--- config.mk ---
export PLATFORM = sky130hd
export DESIGN_NAME = prs_sequencer
export DESIGN_NICKNAME = d
export VERILOG_FILES = /design/src/hdl/prs_pkg.sv /design/src/hdl/prs_sync_if.sv /design/src/hdl/prs_sequencer.sv /design/src/hdl/prs_sync.sv /design/src/hdl/prs_tick_div.sv
export SDC_FILE = /design/constraint.sdc
export NUM_CORES = 1
export LEC_CHECK = 0
export ABC_AREA = 1
export BUFFER_PORTS_ARGS = -buffer_cell sky130_fd_sc_hd__buf_2
export CAP_MARGIN = 20
export CORE_AREA = 2 2 85 120
export CTS_BUF_LIST = sky130_fd_sc_hd__clkbuf_8
export DETAILED_ROUTE_END_ITERATION = 10
export DIE_AREA = 0 0 87 122
export GPL_ROUTABILITY_DRIVEN = 0
export PLACE_DENSITY_LB_ADDON = 0.12
export SYNTH_ARGS = -nofsm -noshare
export SYNTH_HDL_FRONTEND = slang
export SYNTH_SLANG_ARGS = --single-unit
--- constraint.sdc ---
create_clock -name hclk -period 2.01 [get_ports hclk]
set_input_delay 0.402 -clock hclk [delete_from_list [all_inputs] [get_ports hclk]]
set_output_delay 0.402 -clock hclk [all_outputs]
set_load 0.05 [all_outputs]
--- src/hdl/prs_pkg.sv ---
// constants shared by the power-up reset sequencer
package prs_pkg;

   // ======================================================
   // clocking and hold timing
   localparam int CLK_HZ = 125_000_000;
   localparam int CLK_PERIOD_NS = 8;
   localparam int REF_CLK_HZ = 20_000_000;
   localparam int HOLD_TIME_MS = 60;
   localparam int HOLD_TICKS = HOLD_TIME_MS * (REF_CLK_HZ / 1000);
   // fractional divider: add TICK_INC, wrap at TICK_MOD gives 20 MHz ticks at 125 MHz
   localparam int TICK_INC = 4;
   localparam int TICK_MOD = 25;
   // longest wait for the mirror array to report parked
   localparam int PARK_TIME_NS = 20_000;
   localparam int PARK_CYCLES = PARK_TIME_NS / CLK_PERIOD_NS;

   // ======================================================
   // register byte offsets
   localparam logic [7:0] OFF_CTRL = 8'h00;
   localparam logic [7:0] OFF_GATE = 8'h04;
   localparam logic [7:0] OFF_STATUS = 8'h08;
   localparam logic [7:0] OFF_HOLD = 8'h0c;

   // ======================================================
   // field positions
   localparam int CTRL_LOW_POWER = 0;
   localparam int CTRL_IO18_EN = 1;
   localparam int CTRL_PERIPH_CLK = 2;
   localparam int CTRL_PERIPH_RUN = 3;
   localparam int GATE_W = 4;
   localparam int ST_STATE_LSB = 0;
   localparam int ST_PLL_RUN = 4;
   localparam int ST_PROC_RUN = 5;
   localparam int ST_PARK_BUSY = 6;
   localparam int ST_CAUSE_WDOG = 8;
   localparam int ST_CAUSE_LAMP = 9;
   localparam int ST_CAUSE_WARN = 10;

   // ======================================================
   // reset values
   localparam logic [GATE_W-1:0] GATE_RESET = 4'hf;
   localparam logic [31:0] RDATA_UNMAPPED = 32'h0000_0000;

   // sequencer states
   typedef enum logic [2:0] {
      SQ_OFF,
      SQ_HOLD,
      SQ_RUN,
      SQ_PARK,
      SQ_DOWN,
      SQ_SYSRST
   } prs_state_t;

endpackage

--- src/hdl/prs_sync_if.sv ---
// interface carrying asynchronous pins into the synchroniser and back
`timescale 1ns/1ps
`default_nettype none

interface prs_sync_if #(parameter int W = 2);
   logic [W-1:0] raw;
   logic [W-1:0] sync;
   modport sync_side (input raw, output sync);
   modport user_side (output raw, input sync);
endinterface

`default_nettype wire

--- src/hdl/prs_sequencer.sv ---
// power-up and system-reset sequencer with AHB-Lite register slave
// What this block does
// - Sense low: all device pins high impedance
// - Sense rising edge releases only the master PLL
// - Rest stays in reset 60 ms more
// - Hold expiry releases processor resets, boot starts
// - Init: normal power, processor clocks full, released
// - Other clocks off, resets held until software
// - Power gating defaults to all regions powered
// - Same defaults on every system reset event
// - Low power before reset keeps 1.8 V off
// - Processor enables 1.8 V, clocks, then DRAM
// - Warning parks mirror array, then enters reset
//
// Local design decisions: the register addresses and the AHB-Lite register port.
`timescale 1ns/1ps
`default_nettype none

module prs_sequencer #(
   parameter int HOLD_TICKS = prs_pkg::HOLD_TICKS
) (
   // clock and reset
   input wire logic hclk,
   input wire logic hresetn,
   // ahb-lite slave
   input wire logic hsel,
   input wire logic [7:0] haddr,
   input wire logic [1:0] htrans,
   input wire logic hwrite,
   input wire logic [2:0] hsize,
   input wire logic [31:0] hwdata,
   input wire logic hready,
   output logic [31:0] hrdata,
   output logic hreadyout,
   output logic hresp,
   // power monitor pins, asynchronous
   input wire logic power_on_sense,
   input wire logic supply_fail_warning,
   // system reset events from on-chip logic, same clock
   input wire logic watchdog_reset_evt,
   input wire logic lamp_strike_reset_evt,
   // mirror array park handshake, same clock
   input wire logic mirror_parked,
   output logic mirror_park_req,
   // resets and clock controls
   output logic master_pll_rst_n,
   output logic proc_rst_n,
   output logic proc_clk_full_rate,
   output logic periph_clk_en,
   output logic periph_rst_n,
   // power controls
   output logic [prs_pkg::GATE_W-1:0] power_gate_en,
   output logic io18_supply_en,
   output logic low_power_mode,
   output logic pins_hiz
);
   localparam int CW = $clog2(HOLD_TICKS + 1);
   localparam int PW = $clog2(prs_pkg::PARK_CYCLES + 1);

   // ======================================================
   // pin synchronisation and reference ticks
   prs_sync_if #(.W(2)) pin_if ();
   logic sense_s;
   logic warn_s;
   logic ref_tick;
   logic sense_d_ff;
   logic nxt_sense_d;

   assign pin_if.raw = {supply_fail_warning, power_on_sense};
   assign sense_s = pin_if.sync[0];
   assign warn_s = pin_if.sync[1];

   prs_sync #(.W(2)) u_sync (
      .hclk(hclk),
      .hresetn(hresetn),
      .sif(pin_if)
   );

   logic hold_run;
   prs_tick_div u_tick (
      .hclk(hclk),
      .hresetn(hresetn),
      .run(hold_run),
      .tick(ref_tick)
   );

   // ======================================================
   // sequencer state
   prs_pkg::prs_state_t st_ff, nxt_st;
   logic [CW-1:0] hold_cnt_ff, nxt_hold_cnt;
   logic [PW-1:0] park_cnt_ff, nxt_park_cnt;
   logic sys_evt;

   assign sys_evt = watchdog_reset_evt | lamp_strike_reset_evt;
   assign hold_run = (st_ff == prs_pkg::SQ_HOLD);

   // next state; loss of sense overrides everything else
   always_comb begin
      nxt_st = st_ff;
      nxt_hold_cnt = hold_cnt_ff;
      nxt_park_cnt = park_cnt_ff;
      nxt_sense_d = sense_s;
      case (st_ff)
         prs_pkg::SQ_OFF: begin
            nxt_hold_cnt = '0;
            if (sense_s && !sense_d_ff) begin
               nxt_st = prs_pkg::SQ_HOLD;
            end
         end
         prs_pkg::SQ_HOLD: begin
            if (ref_tick) begin
               nxt_hold_cnt = hold_cnt_ff + CW'(1);
            end
            if (hold_cnt_ff == CW'(HOLD_TICKS)) begin
               nxt_st = prs_pkg::SQ_RUN;
            end
         end
         prs_pkg::SQ_RUN: begin
            if (warn_s) begin
               nxt_st = prs_pkg::SQ_PARK;
               nxt_park_cnt = '0;
            end else if (sys_evt) begin
               nxt_st = prs_pkg::SQ_SYSRST;
            end
         end
         prs_pkg::SQ_PARK: begin
            // a mirror array that never answers must not block the reset
            nxt_park_cnt = park_cnt_ff + PW'(1);
            if (mirror_parked || park_cnt_ff == PW'(prs_pkg::PARK_CYCLES)) begin
               nxt_st = prs_pkg::SQ_DOWN;
            end
         end
         prs_pkg::SQ_DOWN: begin
            nxt_hold_cnt = '0;
            if (!warn_s) begin
               nxt_st = prs_pkg::SQ_HOLD;
            end
         end
         prs_pkg::SQ_SYSRST: begin
            nxt_hold_cnt = '0;
            nxt_st = prs_pkg::SQ_HOLD;
         end
         default: begin
            nxt_st = prs_pkg::SQ_OFF;
         end
      endcase
      if (!sense_s) begin
         nxt_st = prs_pkg::SQ_OFF;
      end
   end

   always_ff @(posedge hclk or negedge hresetn) begin
      if (!hresetn) begin
         st_ff <= prs_pkg::SQ_OFF;
         hold_cnt_ff <= '0;
         park_cnt_ff <= '0;
         sense_d_ff <= 1'b0;
      end else begin
         st_ff <= nxt_st;
         hold_cnt_ff <= nxt_hold_cnt;
         park_cnt_ff <= nxt_park_cnt;
         sense_d_ff <= nxt_sense_d;
      end
   end

   // ======================================================
   // ahb-lite address phase capture; zero wait states
   logic ap_valid, wr_pend_ff, nxt_wr_pend;
   logic [7:0] wr_addr_ff, nxt_wr_addr;
   logic [31:0] rdata_ff, nxt_rdata, status_word;

   assign ap_valid = hsel && htrans[1] && hready;

   // ======================================================
   // control and power registers
   logic low_power_ff, nxt_low_power, io18_ff, nxt_io18;
   logic pclk_ff, nxt_pclk, prun_ff, nxt_prun;
   logic [prs_pkg::GATE_W-1:0] gate_ff, nxt_gate;
   logic [2:0] cause_ff, nxt_cause;
   logic defaults_now, do_wr;
   logic master_pll_rst_n_ff, proc_rst_n_ff, park_req_ff;

   // every reset entry reapplies the power-up defaults
   assign defaults_now = (st_ff == prs_pkg::SQ_OFF) || (st_ff == prs_pkg::SQ_SYSRST)
      || (st_ff == prs_pkg::SQ_DOWN);
   assign do_wr = wr_pend_ff && (st_ff == prs_pkg::SQ_RUN);

   always_comb begin
      nxt_low_power = low_power_ff;
      nxt_io18 = io18_ff;
      nxt_pclk = pclk_ff;
      nxt_prun = prun_ff;
      nxt_gate = gate_ff;
      nxt_cause = cause_ff;
      // software only steers the control and gating registers while the sequencer is in SQ_RUN
      if (do_wr && wr_addr_ff == prs_pkg::OFF_CTRL) begin
         nxt_low_power = hwdata[prs_pkg::CTRL_LOW_POWER];
         nxt_io18 = hwdata[prs_pkg::CTRL_IO18_EN];
         nxt_pclk = hwdata[prs_pkg::CTRL_PERIPH_CLK];
         nxt_prun = hwdata[prs_pkg::CTRL_PERIPH_RUN];
      end
      if (do_wr && wr_addr_ff == prs_pkg::OFF_GATE) begin
         nxt_gate = hwdata[prs_pkg::GATE_W-1:0];
      end
      // write-one-to-clear of the reset cause bits
      if (wr_pend_ff && wr_addr_ff == prs_pkg::OFF_STATUS) begin
         nxt_cause = cause_ff & ~hwdata[prs_pkg::ST_CAUSE_WARN:prs_pkg::ST_CAUSE_WDOG];
      end
      if (defaults_now) begin
         nxt_low_power = 1'b0;
         nxt_pclk = 1'b0;
         nxt_prun = 1'b0;
         nxt_gate = prs_pkg::GATE_RESET;
         // 1.8 V supply is exempt unless low power was entered first or the sequencer is in SQ_OFF
         if (low_power_ff || st_ff == prs_pkg::SQ_OFF) begin
            nxt_io18 = 1'b0;
         end
      end
      // a new cause wins over a clear in the same cycle
      if (st_ff == prs_pkg::SQ_RUN && !warn_s) begin
         nxt_cause[0] = nxt_cause[0] | watchdog_reset_evt;
         nxt_cause[1] = nxt_cause[1] | lamp_strike_reset_evt;
      end
      if (st_ff == prs_pkg::SQ_RUN && warn_s) begin
         nxt_cause[2] = 1'b1;
      end
   end

   always_ff @(posedge hclk or negedge hresetn) begin
      if (!hresetn) begin
         low_power_ff <= 1'b0;
         io18_ff <= 1'b0;
         pclk_ff <= 1'b0;
         prun_ff <= 1'b0;
         gate_ff <= prs_pkg::GATE_RESET;
         cause_ff <= '0;
      end else begin
         low_power_ff <= nxt_low_power;
         io18_ff <= nxt_io18;
         pclk_ff <= nxt_pclk;
         prun_ff <= nxt_prun;
         gate_ff <= nxt_gate;
         cause_ff <= nxt_cause;
      end
   end

   // ======================================================
   // read data, selected in the address phase
   always_comb begin
      status_word = '0;
      status_word[prs_pkg::ST_STATE_LSB +: 3] = st_ff;
      status_word[prs_pkg::ST_PLL_RUN] = master_pll_rst_n_ff;
      status_word[prs_pkg::ST_PROC_RUN] = proc_rst_n_ff;
      status_word[prs_pkg::ST_PARK_BUSY] = park_req_ff;
      status_word[prs_pkg::ST_CAUSE_WARN:prs_pkg::ST_CAUSE_WDOG] = cause_ff;
      nxt_wr_pend = ap_valid && hwrite;
      nxt_wr_addr = ap_valid ? {haddr[7:2], 2'b00} : wr_addr_ff;
      nxt_rdata = rdata_ff;
      if (ap_valid && !hwrite) begin
         case ({haddr[7:2], 2'b00})
            prs_pkg::OFF_CTRL: nxt_rdata = {28'h000_0000, prun_ff, pclk_ff, io18_ff,
               low_power_ff};
            prs_pkg::OFF_GATE: nxt_rdata = {28'h000_0000, gate_ff};
            prs_pkg::OFF_STATUS: nxt_rdata = status_word;
            prs_pkg::OFF_HOLD: nxt_rdata = 32'(hold_cnt_ff);
            default: nxt_rdata = prs_pkg::RDATA_UNMAPPED;
         endcase
      end
   end

   always_ff @(posedge hclk or negedge hresetn) begin
      if (!hresetn) begin
         wr_pend_ff <= 1'b0;
         wr_addr_ff <= '0;
         rdata_ff <= '0;
      end else begin
         wr_pend_ff <= nxt_wr_pend;
         wr_addr_ff <= nxt_wr_addr;
         rdata_ff <= nxt_rdata;
      end
   end

   // ======================================================
   // registered pin-facing outputs
   logic nxt_pll_rst_n, nxt_proc_rst_n, nxt_park_req, hiz_ff, nxt_hiz, ready_ff;

   always_comb begin
      nxt_pll_rst_n = (nxt_st != prs_pkg::SQ_OFF);
      nxt_proc_rst_n = (nxt_st == prs_pkg::SQ_RUN) || (nxt_st == prs_pkg::SQ_PARK);
      nxt_park_req = (nxt_st == prs_pkg::SQ_PARK);
      nxt_hiz = !sense_s;
   end

   always_ff @(posedge hclk or negedge hresetn) begin
      if (!hresetn) begin
         master_pll_rst_n_ff <= 1'b0;
         proc_rst_n_ff <= 1'b0;
         park_req_ff <= 1'b0;
         hiz_ff <= 1'b1;
         ready_ff <= 1'b0;
      end else begin
         master_pll_rst_n_ff <= nxt_pll_rst_n;
         proc_rst_n_ff <= nxt_proc_rst_n;
         park_req_ff <= nxt_park_req;
         hiz_ff <= nxt_hiz;
         ready_ff <= 1'b1;
      end
   end

   assign hrdata = rdata_ff;
   assign hreadyout = ready_ff;
   assign hresp = 1'b0;
   assign mirror_park_req = park_req_ff;
   assign master_pll_rst_n = master_pll_rst_n_ff;
   assign proc_rst_n = proc_rst_n_ff;
   assign proc_clk_full_rate = !low_power_ff;
   assign periph_clk_en = pclk_ff;
   assign periph_rst_n = prun_ff;
   assign power_gate_en = gate_ff;
   assign io18_supply_en = io18_ff;
   assign low_power_mode = low_power_ff;
   assign pins_hiz = hiz_ff;

   initial begin
      if (HOLD_TICKS < 1) $error("prs_sequencer: HOLD_TICKS must be at least 1");
   end
endmodule

`default_nettype wire

--- src/hdl/prs_sync.sv ---
// two-flop synchroniser bank for pins from outside the hclk domain
`timescale 1ns/1ps
`default_nettype none

module prs_sync #(
   parameter int W = 2
) (
   // clock and reset
   input wire logic hclk,
   input wire logic hresetn,
   // pins in, synchronised levels out
   prs_sync_if.sync_side sif
);
   // ======================================================
   // one two-stage chain per bit
   genvar g;
   generate
      for (g = 0; g < W; g++) begin : g_bit
         logic meta_ff;
         logic stab_ff;
         logic nxt_meta;
         logic nxt_stab;
         // first stage is read only by the second
         always_comb begin
            nxt_meta = sif.raw[g];
            nxt_stab = meta_ff;
         end
         always_ff @(posedge hclk or negedge hresetn) begin
            if (!hresetn) begin
               meta_ff <= 1'b0;
               stab_ff <= 1'b0;
            end else begin
               meta_ff <= nxt_meta;
               stab_ff <= nxt_stab;
            end
         end
         assign sif.sync[g] = stab_ff;
      end
   endgenerate

   initial begin
      if (W < 1) $error("prs_sync: width must be at least 1");
   end
endmodule

`default_nettype wire

--- src/hdl/prs_tick_div.sv ---
// fractional divider giving one-cycle ticks at the crystal reference rate
`timescale 1ns/1ps
`default_nettype none

module prs_tick_div #(
   parameter int INC = prs_pkg::TICK_INC,
   parameter int MOD = prs_pkg::TICK_MOD
) (
   // clock and reset
   input wire logic hclk,
   input wire logic hresetn,
   // enable, tick output
   input wire logic run,
   output logic tick
);
   localparam int AW = $clog2(MOD + INC + 1);
   logic [AW-1:0] acc_ff;
   logic [AW-1:0] nxt_acc;
   logic tick_ff;
   logic nxt_tick;
   logic [AW-1:0] sum;

   // ======================================================
   // accumulate; average tick rate is exactly clk * INC / MOD
   always_comb begin
      sum = acc_ff + AW'(INC);
      nxt_tick = 1'b0;
      nxt_acc = '0;
      if (run) begin
         if (sum >= AW'(MOD)) begin
            nxt_acc = sum - AW'(MOD);
            nxt_tick = 1'b1;
         end else begin
            nxt_acc = sum;
         end
      end
   end

   always_ff @(posedge hclk or negedge hresetn) begin
      if (!hresetn) begin
         acc_ff <= '0;
         tick_ff <= 1'b0;
      end else begin
         acc_ff <= nxt_acc;
         tick_ff <= nxt_tick;
      end
   end

   assign tick = tick_ff;

   initial begin
      if (INC < 1 || INC > MOD) $error("prs_tick_div: need 1 <= INC <= MOD");
      if (longint'(prs_pkg::CLK_HZ) * INC != longint'(prs_pkg::REF_CLK_HZ) * MOD)
         $error("prs_tick_div: INC/MOD does not give the reference rate");
   end
endmodule

`default_nettype wire

# Yosys cells after proc, flatten, opt, wreduce, memory -nomap -nowiden

Index checks and enable logic that the tools add are counted.

Reduce and logical (&&, ||, !) cells: 33
Multiplexer cells: 31
Bitwise operators: 5
Magnitude comparators: 1
Add/subtract/negate cells: 4
Equality and inequality tests: 16

Operators with widths:

| kind                                                      | count |
|---|---|
| one-hot mux 21 bit (4 select lines)                       | 1 |
| one-hot mux 21 bit (2 select lines)                       | 1 |
| 2-to-1 mux 3 bit                                          | 8 |
| one-hot mux 12 bit (2 select lines)                       | 1 |
| adder 21 x 1 -> 21 bit (second input constant)            | 1 |
| equality test 21 bit (second input constant)              | 1 |
| 2-to-1 mux 21 bit                                         | 1 |
| equality test 6 x 2 -> 1 bit (second input constant)      | 3 |
| one-hot mux 3 bit (6 select lines)                        | 1 |
| adder 12 x 1 -> 12 bit (second input constant)            | 1 |
| equality test 12 bit (second input constant)              | 1 |
| equality test 3 x 2 -> 1 bit (second input constant)      | 4 |
| equality test 6 x 1 -> 1 bit (second input constant)      | 2 |
| 2-to-1 mux 1 bit                                          | 12 |
| 2-to-1 mux 12 bit                                         | 1 |
| logical AND 1 bit                                         | 11 |
| 2-to-1 mux 5 bit                                          | 2 |
| nonzero test 2 bit                                        | 5 |
| logical NOT 8 bit                                         | 1 |
| 2-to-1 mux 4 bit                                          | 2 |
| equality test 3 bit (second input constant)               | 2 |
| logical NOT 6 bit                                         | 1 |
| adder 5 x 3 -> 5 bit (second input constant)              | 1 |
| greater-or-equal comparator 5 bit (second input constant) | 1 |
| other kinds (13)                                          | 25 |

Input bits: 55
Output and inout bits: 47
Register bits after elaboration: 102
Logic and storage cells: 115

# Depth between registers and ports, before layout

Depth after elaboration: 7
Mapped depth: 11
Depth with buffers taken out: 11

# By module

A second synthesis with hierarchy kept.

Cell total of the unflattened synthesis: 598
Area total of the unflattened synthesis: 4762.1 µm²

By module, submodules not included:

| module        | seq. area each (µm²) | cells each | area each (µm²) | instances |
|---|---|---|---|---|
| prs_sequencer | 2033.2               | 550        | 4249.1          | 1 |
| prs_tick_div  | 150.1                | 42         | 397.9           | 1 |
| prs_sync      | 100.1                | 6          | 115.1           | 1 |

# Worst setup path after synthesis

OpenSTA, ideal clock, no wires.

Path type: flip-flop to flip-flop
Start: register u_tick.acc_ff[2]
End: register u_tick.acc_ff[4]
Path buffers: 0
Arrival time: 1.370 ns
Period minus slack after synthesis: 1.490 ns
Setup slack: 0.520 ns
Data required time: 1.890 ns
Stages on the path, launching flop included: 8
Setup time: 0.120 ns
Path through: dfrtp_1 > inv_1 > ha_1 > inv_1 > nand2_1 > a21oi_1 > inv_1 > o211a_1

Word-level cells in the longest chain between the ends: 4
Elaborated cells on any way between the ends: 5
Those cells by class: 2 x add/sub; 1 x order compare; 2 x mux

RTL lines:

| what                                                                  | line                                   | RTL |
|---|---|---|
| from (decl)                                                           | prs_tick_div.sv:17                     | `logic [AW-1:0] acc_ff;` |
| from (signal assigned)                                                | prs_tick_div.sv:44                     | `acc_ff <= nxt_acc;` |
| adder 5 x 3 -> 5 bit *                                                | prs_tick_div.sv:26                     | `sum = acc_ff + AW'(INC);` |
| subtractor 5 bit or greater-or-equal comparator 5 bit (tied branches) | prs_tick_div.sv:31, prs_tick_div.sv:30 |  |
| 2-to-1 mux 5 bit *                                                    | prs_tick_div.sv:30                     | `if (sum >= AW'(MOD)) begin` |
| 2-to-1 mux 5 bit *                                                    | prs_tick_div.sv:29                     | `if (run) begin` |
| via u_tick.nxt_acc[4]                                                 | prs_tick_div.sv:18                     | `logic [AW-1:0] nxt_acc;` |

Mark *: on every way through the listed nets, which the timed path passes. The rest lies on a longest branch.
A chain may end at the register's enable or synchronous reset.

# Final worst setup path

Same ends and word-level chain as after synthesis.

==> metrics.md <==
| Metric | Value |
|---|---|
| Pins Over Slew Limit | `0` |
| Fill cell count | `945` |
| Nets | `737` |
| Area delta synth->final | `13.2%` |
| Worst Hold Path Cells | `1` |
| R2R Path Start | `u_tick.acc_ff[2]$_DFF_PN0_` |
| Final Cycle Share | `between 80% and 90%` |
| RSZ-0062 raised after global routing | `no` |
| # setup viols final | `0` |
| PostCTS Resize Cnt | `0` |
| Reg2reg setup slack | `between 0.2 and 0.3 ns` |
| H-tree depth | `3` |
| Remaining antenna violation count | `0` |
| Largest net degree at the start of global routing | `35` |
| Critical Path Start Type | `flop` |
| # diodes | `0` |
| Worst R2R Path Depth | `7` |
| Final Cell Area | `between 5000 and 6000 sq um` |
| HPWL after DPL | `between 7000 and 8000 um` |
| Vias per cell | `between 5 and 6` |
| CTS Buf Count | `9` |
| Hold WC Path Type | `in2reg` |
| Synth warn | `0` |
| CP endpoint kind | `flop` |
| Final setup margin | `0.292 ns` |
| Drt wl/cell | `approximately 13 um` |
| Worst Skew | `0.00485 ns` |
| Ports | `roughly 100` |
| Drt first pass iters | `4` |
| Worst-path clk slew | `0.09 ns` |
| Peak Freq | `582 MHz` |
| Final hold vios | `0` |
| Storage element area | `~2300 sq um` |
| Worst Hold Path EP | `u_sync.g_bit[1].meta_ff$_DFF_PN0_` |
| Commonest non-fill, non-tap cell in the layout | `nand2_1` |
| Post-synth top area share | `45.9%` |
| Area leader, netlist | `dfrtp_1` |
| Fin cells | `790` |
| Post-synth EDFFs | `0` |
| Number of port buffers | `58` |
| Ys async rst share | `100%` |
| Status | `complete, no violations` |
| Largest cells by area after synthesis | `dfrtp_1, nand2_1, inv_1` |
| Fin crit period | `between 1.5 and 2 ns` |
| Cells after Synth | `between 600 and 700` |
| Mean Syn Cell Area | `7.76 sq um` |
| Initial antenna violation count | `0` |
| Die X | `87 um` |
| Post-Syn Area | `roughly 4700 sq um` |
| Critical path peak fanout | `5` |
| Initial core utilization | `approximately half` |
| Seq/Total Area, Yosys | `between 40 and 50%` |
| Critical setup path kind | `reg2reg` |
| Req. time, crit path | `between 2 and 2.5 ns` |
| Most frequent cells in the layout | `nand2_1, dfrtp_1, inv_1, nor2_1, buf_2` |
| Die H | `between 100 and 150 um` |
| Via count | `3964` |
| Total gr overflow | `0` |
| CTS tree | `yes` |
| First-pass GRT wire length | `between 15000 and 20000 um` |
| Root Driver | `clkbuf_8` |
| Placed Cells | `around 770` |
| Sum of negative setup slack | `0 ns` |
| Maximum vdd ir drop | `about 0.48 mV` |
| Worst Hold Launch | `supply_fail_warning` |
| DRC violations left | `0` |
| PD cells | `around 650 nW/um^2` |
| Multi-input logic area | `between 1500 and 2000 sq um` |
| Num rows | `43` |
| Post-synth cell types | `34` |
| # clock sinks | `slightly above 90` |
| Number of global-route vias before repair | `between 3000 and 4000` |
| Hold slack | `0.131 ns` |
| Clk_lat worst skew | `between 0.3 and 0.4 ns` |
| Crit path DAT | `about 2.0 ns` |
| Core area | `9630 sq um` |
| Die area | `between 10000 and 15000 sq um` |
| Worst R2R End | `u_tick.acc_ff[4]$_DFF_PN0_` |
| Top FF cell, synth | `dfrtp_1` |
| Placed inst area | `5090 sq um` |
| Dpl ws | `around 0.32 ns` |
| Post-CTS setup buffers | `0` |
| Cell leakage power | `around 2.7 nW` |
| All-Layer GR Usage | `between 20% and 30%` |
| Clk buf depth | `2` |
| Yosys reg bits | `roughly 90` |
| Layout cells sized above 1 | `around 16%` |
| DRT iter0 DRCs | `191` |
| Routed wire length | `around 10000 um` |
| Max Cap Violations | `0` |
-- report_power, final --
group | internal (mW) | total [mW] | leakage (nW) | switching (mW)
Combinational | 0.0801 | 0.283 | 1.40 | 0.203
Sequential | 1.87 | 1.89 | 1.22 | 0.0215
Clock | 0.608 | 1.26 | 0.0987 | 0.654
Total | 2.56 | 3.43 | 2.72 | 0.878
-- area by class of cell --
cell class | instances | share of cell area (%)
sequential | 91 | 43.0
multi-input combinational | 418 | 37.2
timing repair buffer | 66 | 7.17
inverter | 87 | 6.16
tap | 112 | 2.64
clock buffer | 10 | 2.59
clock inverter | 6 | 1.20
-- logic make-up after synthesis --
kind of cell,share of synthesized area [%]
buffers and inverters,10.1
DFF,48.7
adders and majority gates,2.40
muxes,0.961
and+or+nand+nor,27.1
other,0.160
xor gates and xnor gates,0.187
AOI/OAI and AO/OA,10.4
-- critical path, stage by stage (launching register included) --
cell and delay (ns):
dfrtp_1 0.43, inv_1 0.09, ha_1 0.33, inv_1 0.06
nand2_1 0.07, a21oi_1 0.31, inv_1 0.11, o211a_1 0.21
-- how the worst max path moves through the flow --
stage	end	from	slack [ns]	depth (start not counted)
2_1_floorplan	u_tick.acc_ff[4]$_DFF_PN0_	u_tick.acc_ff[2]$_DFF_PN0_	0.52	7
3_3_place_gp	hold_cnt_ff[8]$_DFFE_PN0P_	st_ff[0]$_DFF_PN0_	0.32	6
3_5_place_dp	hrdata[1]$_DFFE_PN0P_	haddr[7]	0.32	8
4_1_cts	hold_cnt_ff[8]$_DFFE_PN0P_	st_ff[0]$_DFF_PN0_	0.30	6
5_1_grt	hold_cnt_ff[16]$_DFFE_PN0P_	hold_cnt_ff[0]$_DFFE_PN0P_	0.12	9
6_report	u_tick.acc_ff[4]$_DFF_PN0_	u_tick.acc_ff[2]$_DFF_PN0_	0.29	7
-- cells in the mapped netlist (all sizes together), types with 2 or more instances --
master	instances
ha	9
nand4	10
dfrtp	86
conb	2
dfstp	5
o22ai	2
nor2	81
o21ai	52
a31oi	3
nand2	157
mux2	4
a21oi	30
nor3	8
o31ai	2
nand3	40
o21bai	2
inv	87
buf	19
-- sequential cells by signal (all words and copies together), names as in the netlist --
register / flops
hold_cnt_ff: 21
hrdata: 21
park_cnt_ff: 12
wr_addr_ff: 6
u_tick.acc_ff: 5
power_gate_en: 4
cause_ff: 3
st_ff: 3
u_sync.g_bit.meta_ff: 2
u_sync.g_bit.stab_ff: 2
hreadyout: 1
io18_supply_en: 1
low_power_mode: 1
master_pll_rst_n: 1
mirror_park_req: 1
periph_clk_en: 1
periph_rst_n: 1
pins_hiz: 1
proc_rst_n: 1
sense_d_ff: 1
u_tick.tick: 1
wr_pend_ff: 1
-- routing by layer --
layer,global-route usage (%),part of all wire (%)
met3,2.30,2.0
met1,24.4,43
met2,36.5,51
met5,0,0
met4,12.2,3.8
-- per-stage QoR --
step           total power, mW  util (%)
3_3_place_gp              2.20      52.9
3_5_place_dp              2.21      52.9
5_1_grt                   3.57      55.1
2_1_floorplan             2.11         -
4_1_cts                   3.48      55.1
6_report                  3.43      55.1
-- what timing repair did --
action / CTS / global route
hold buffers: 1 / 0
endpoints found under the hold margin: 32 / 0
endpoints found under the setup margin: 0 / 0
Power figures use the tool's default switching activity.
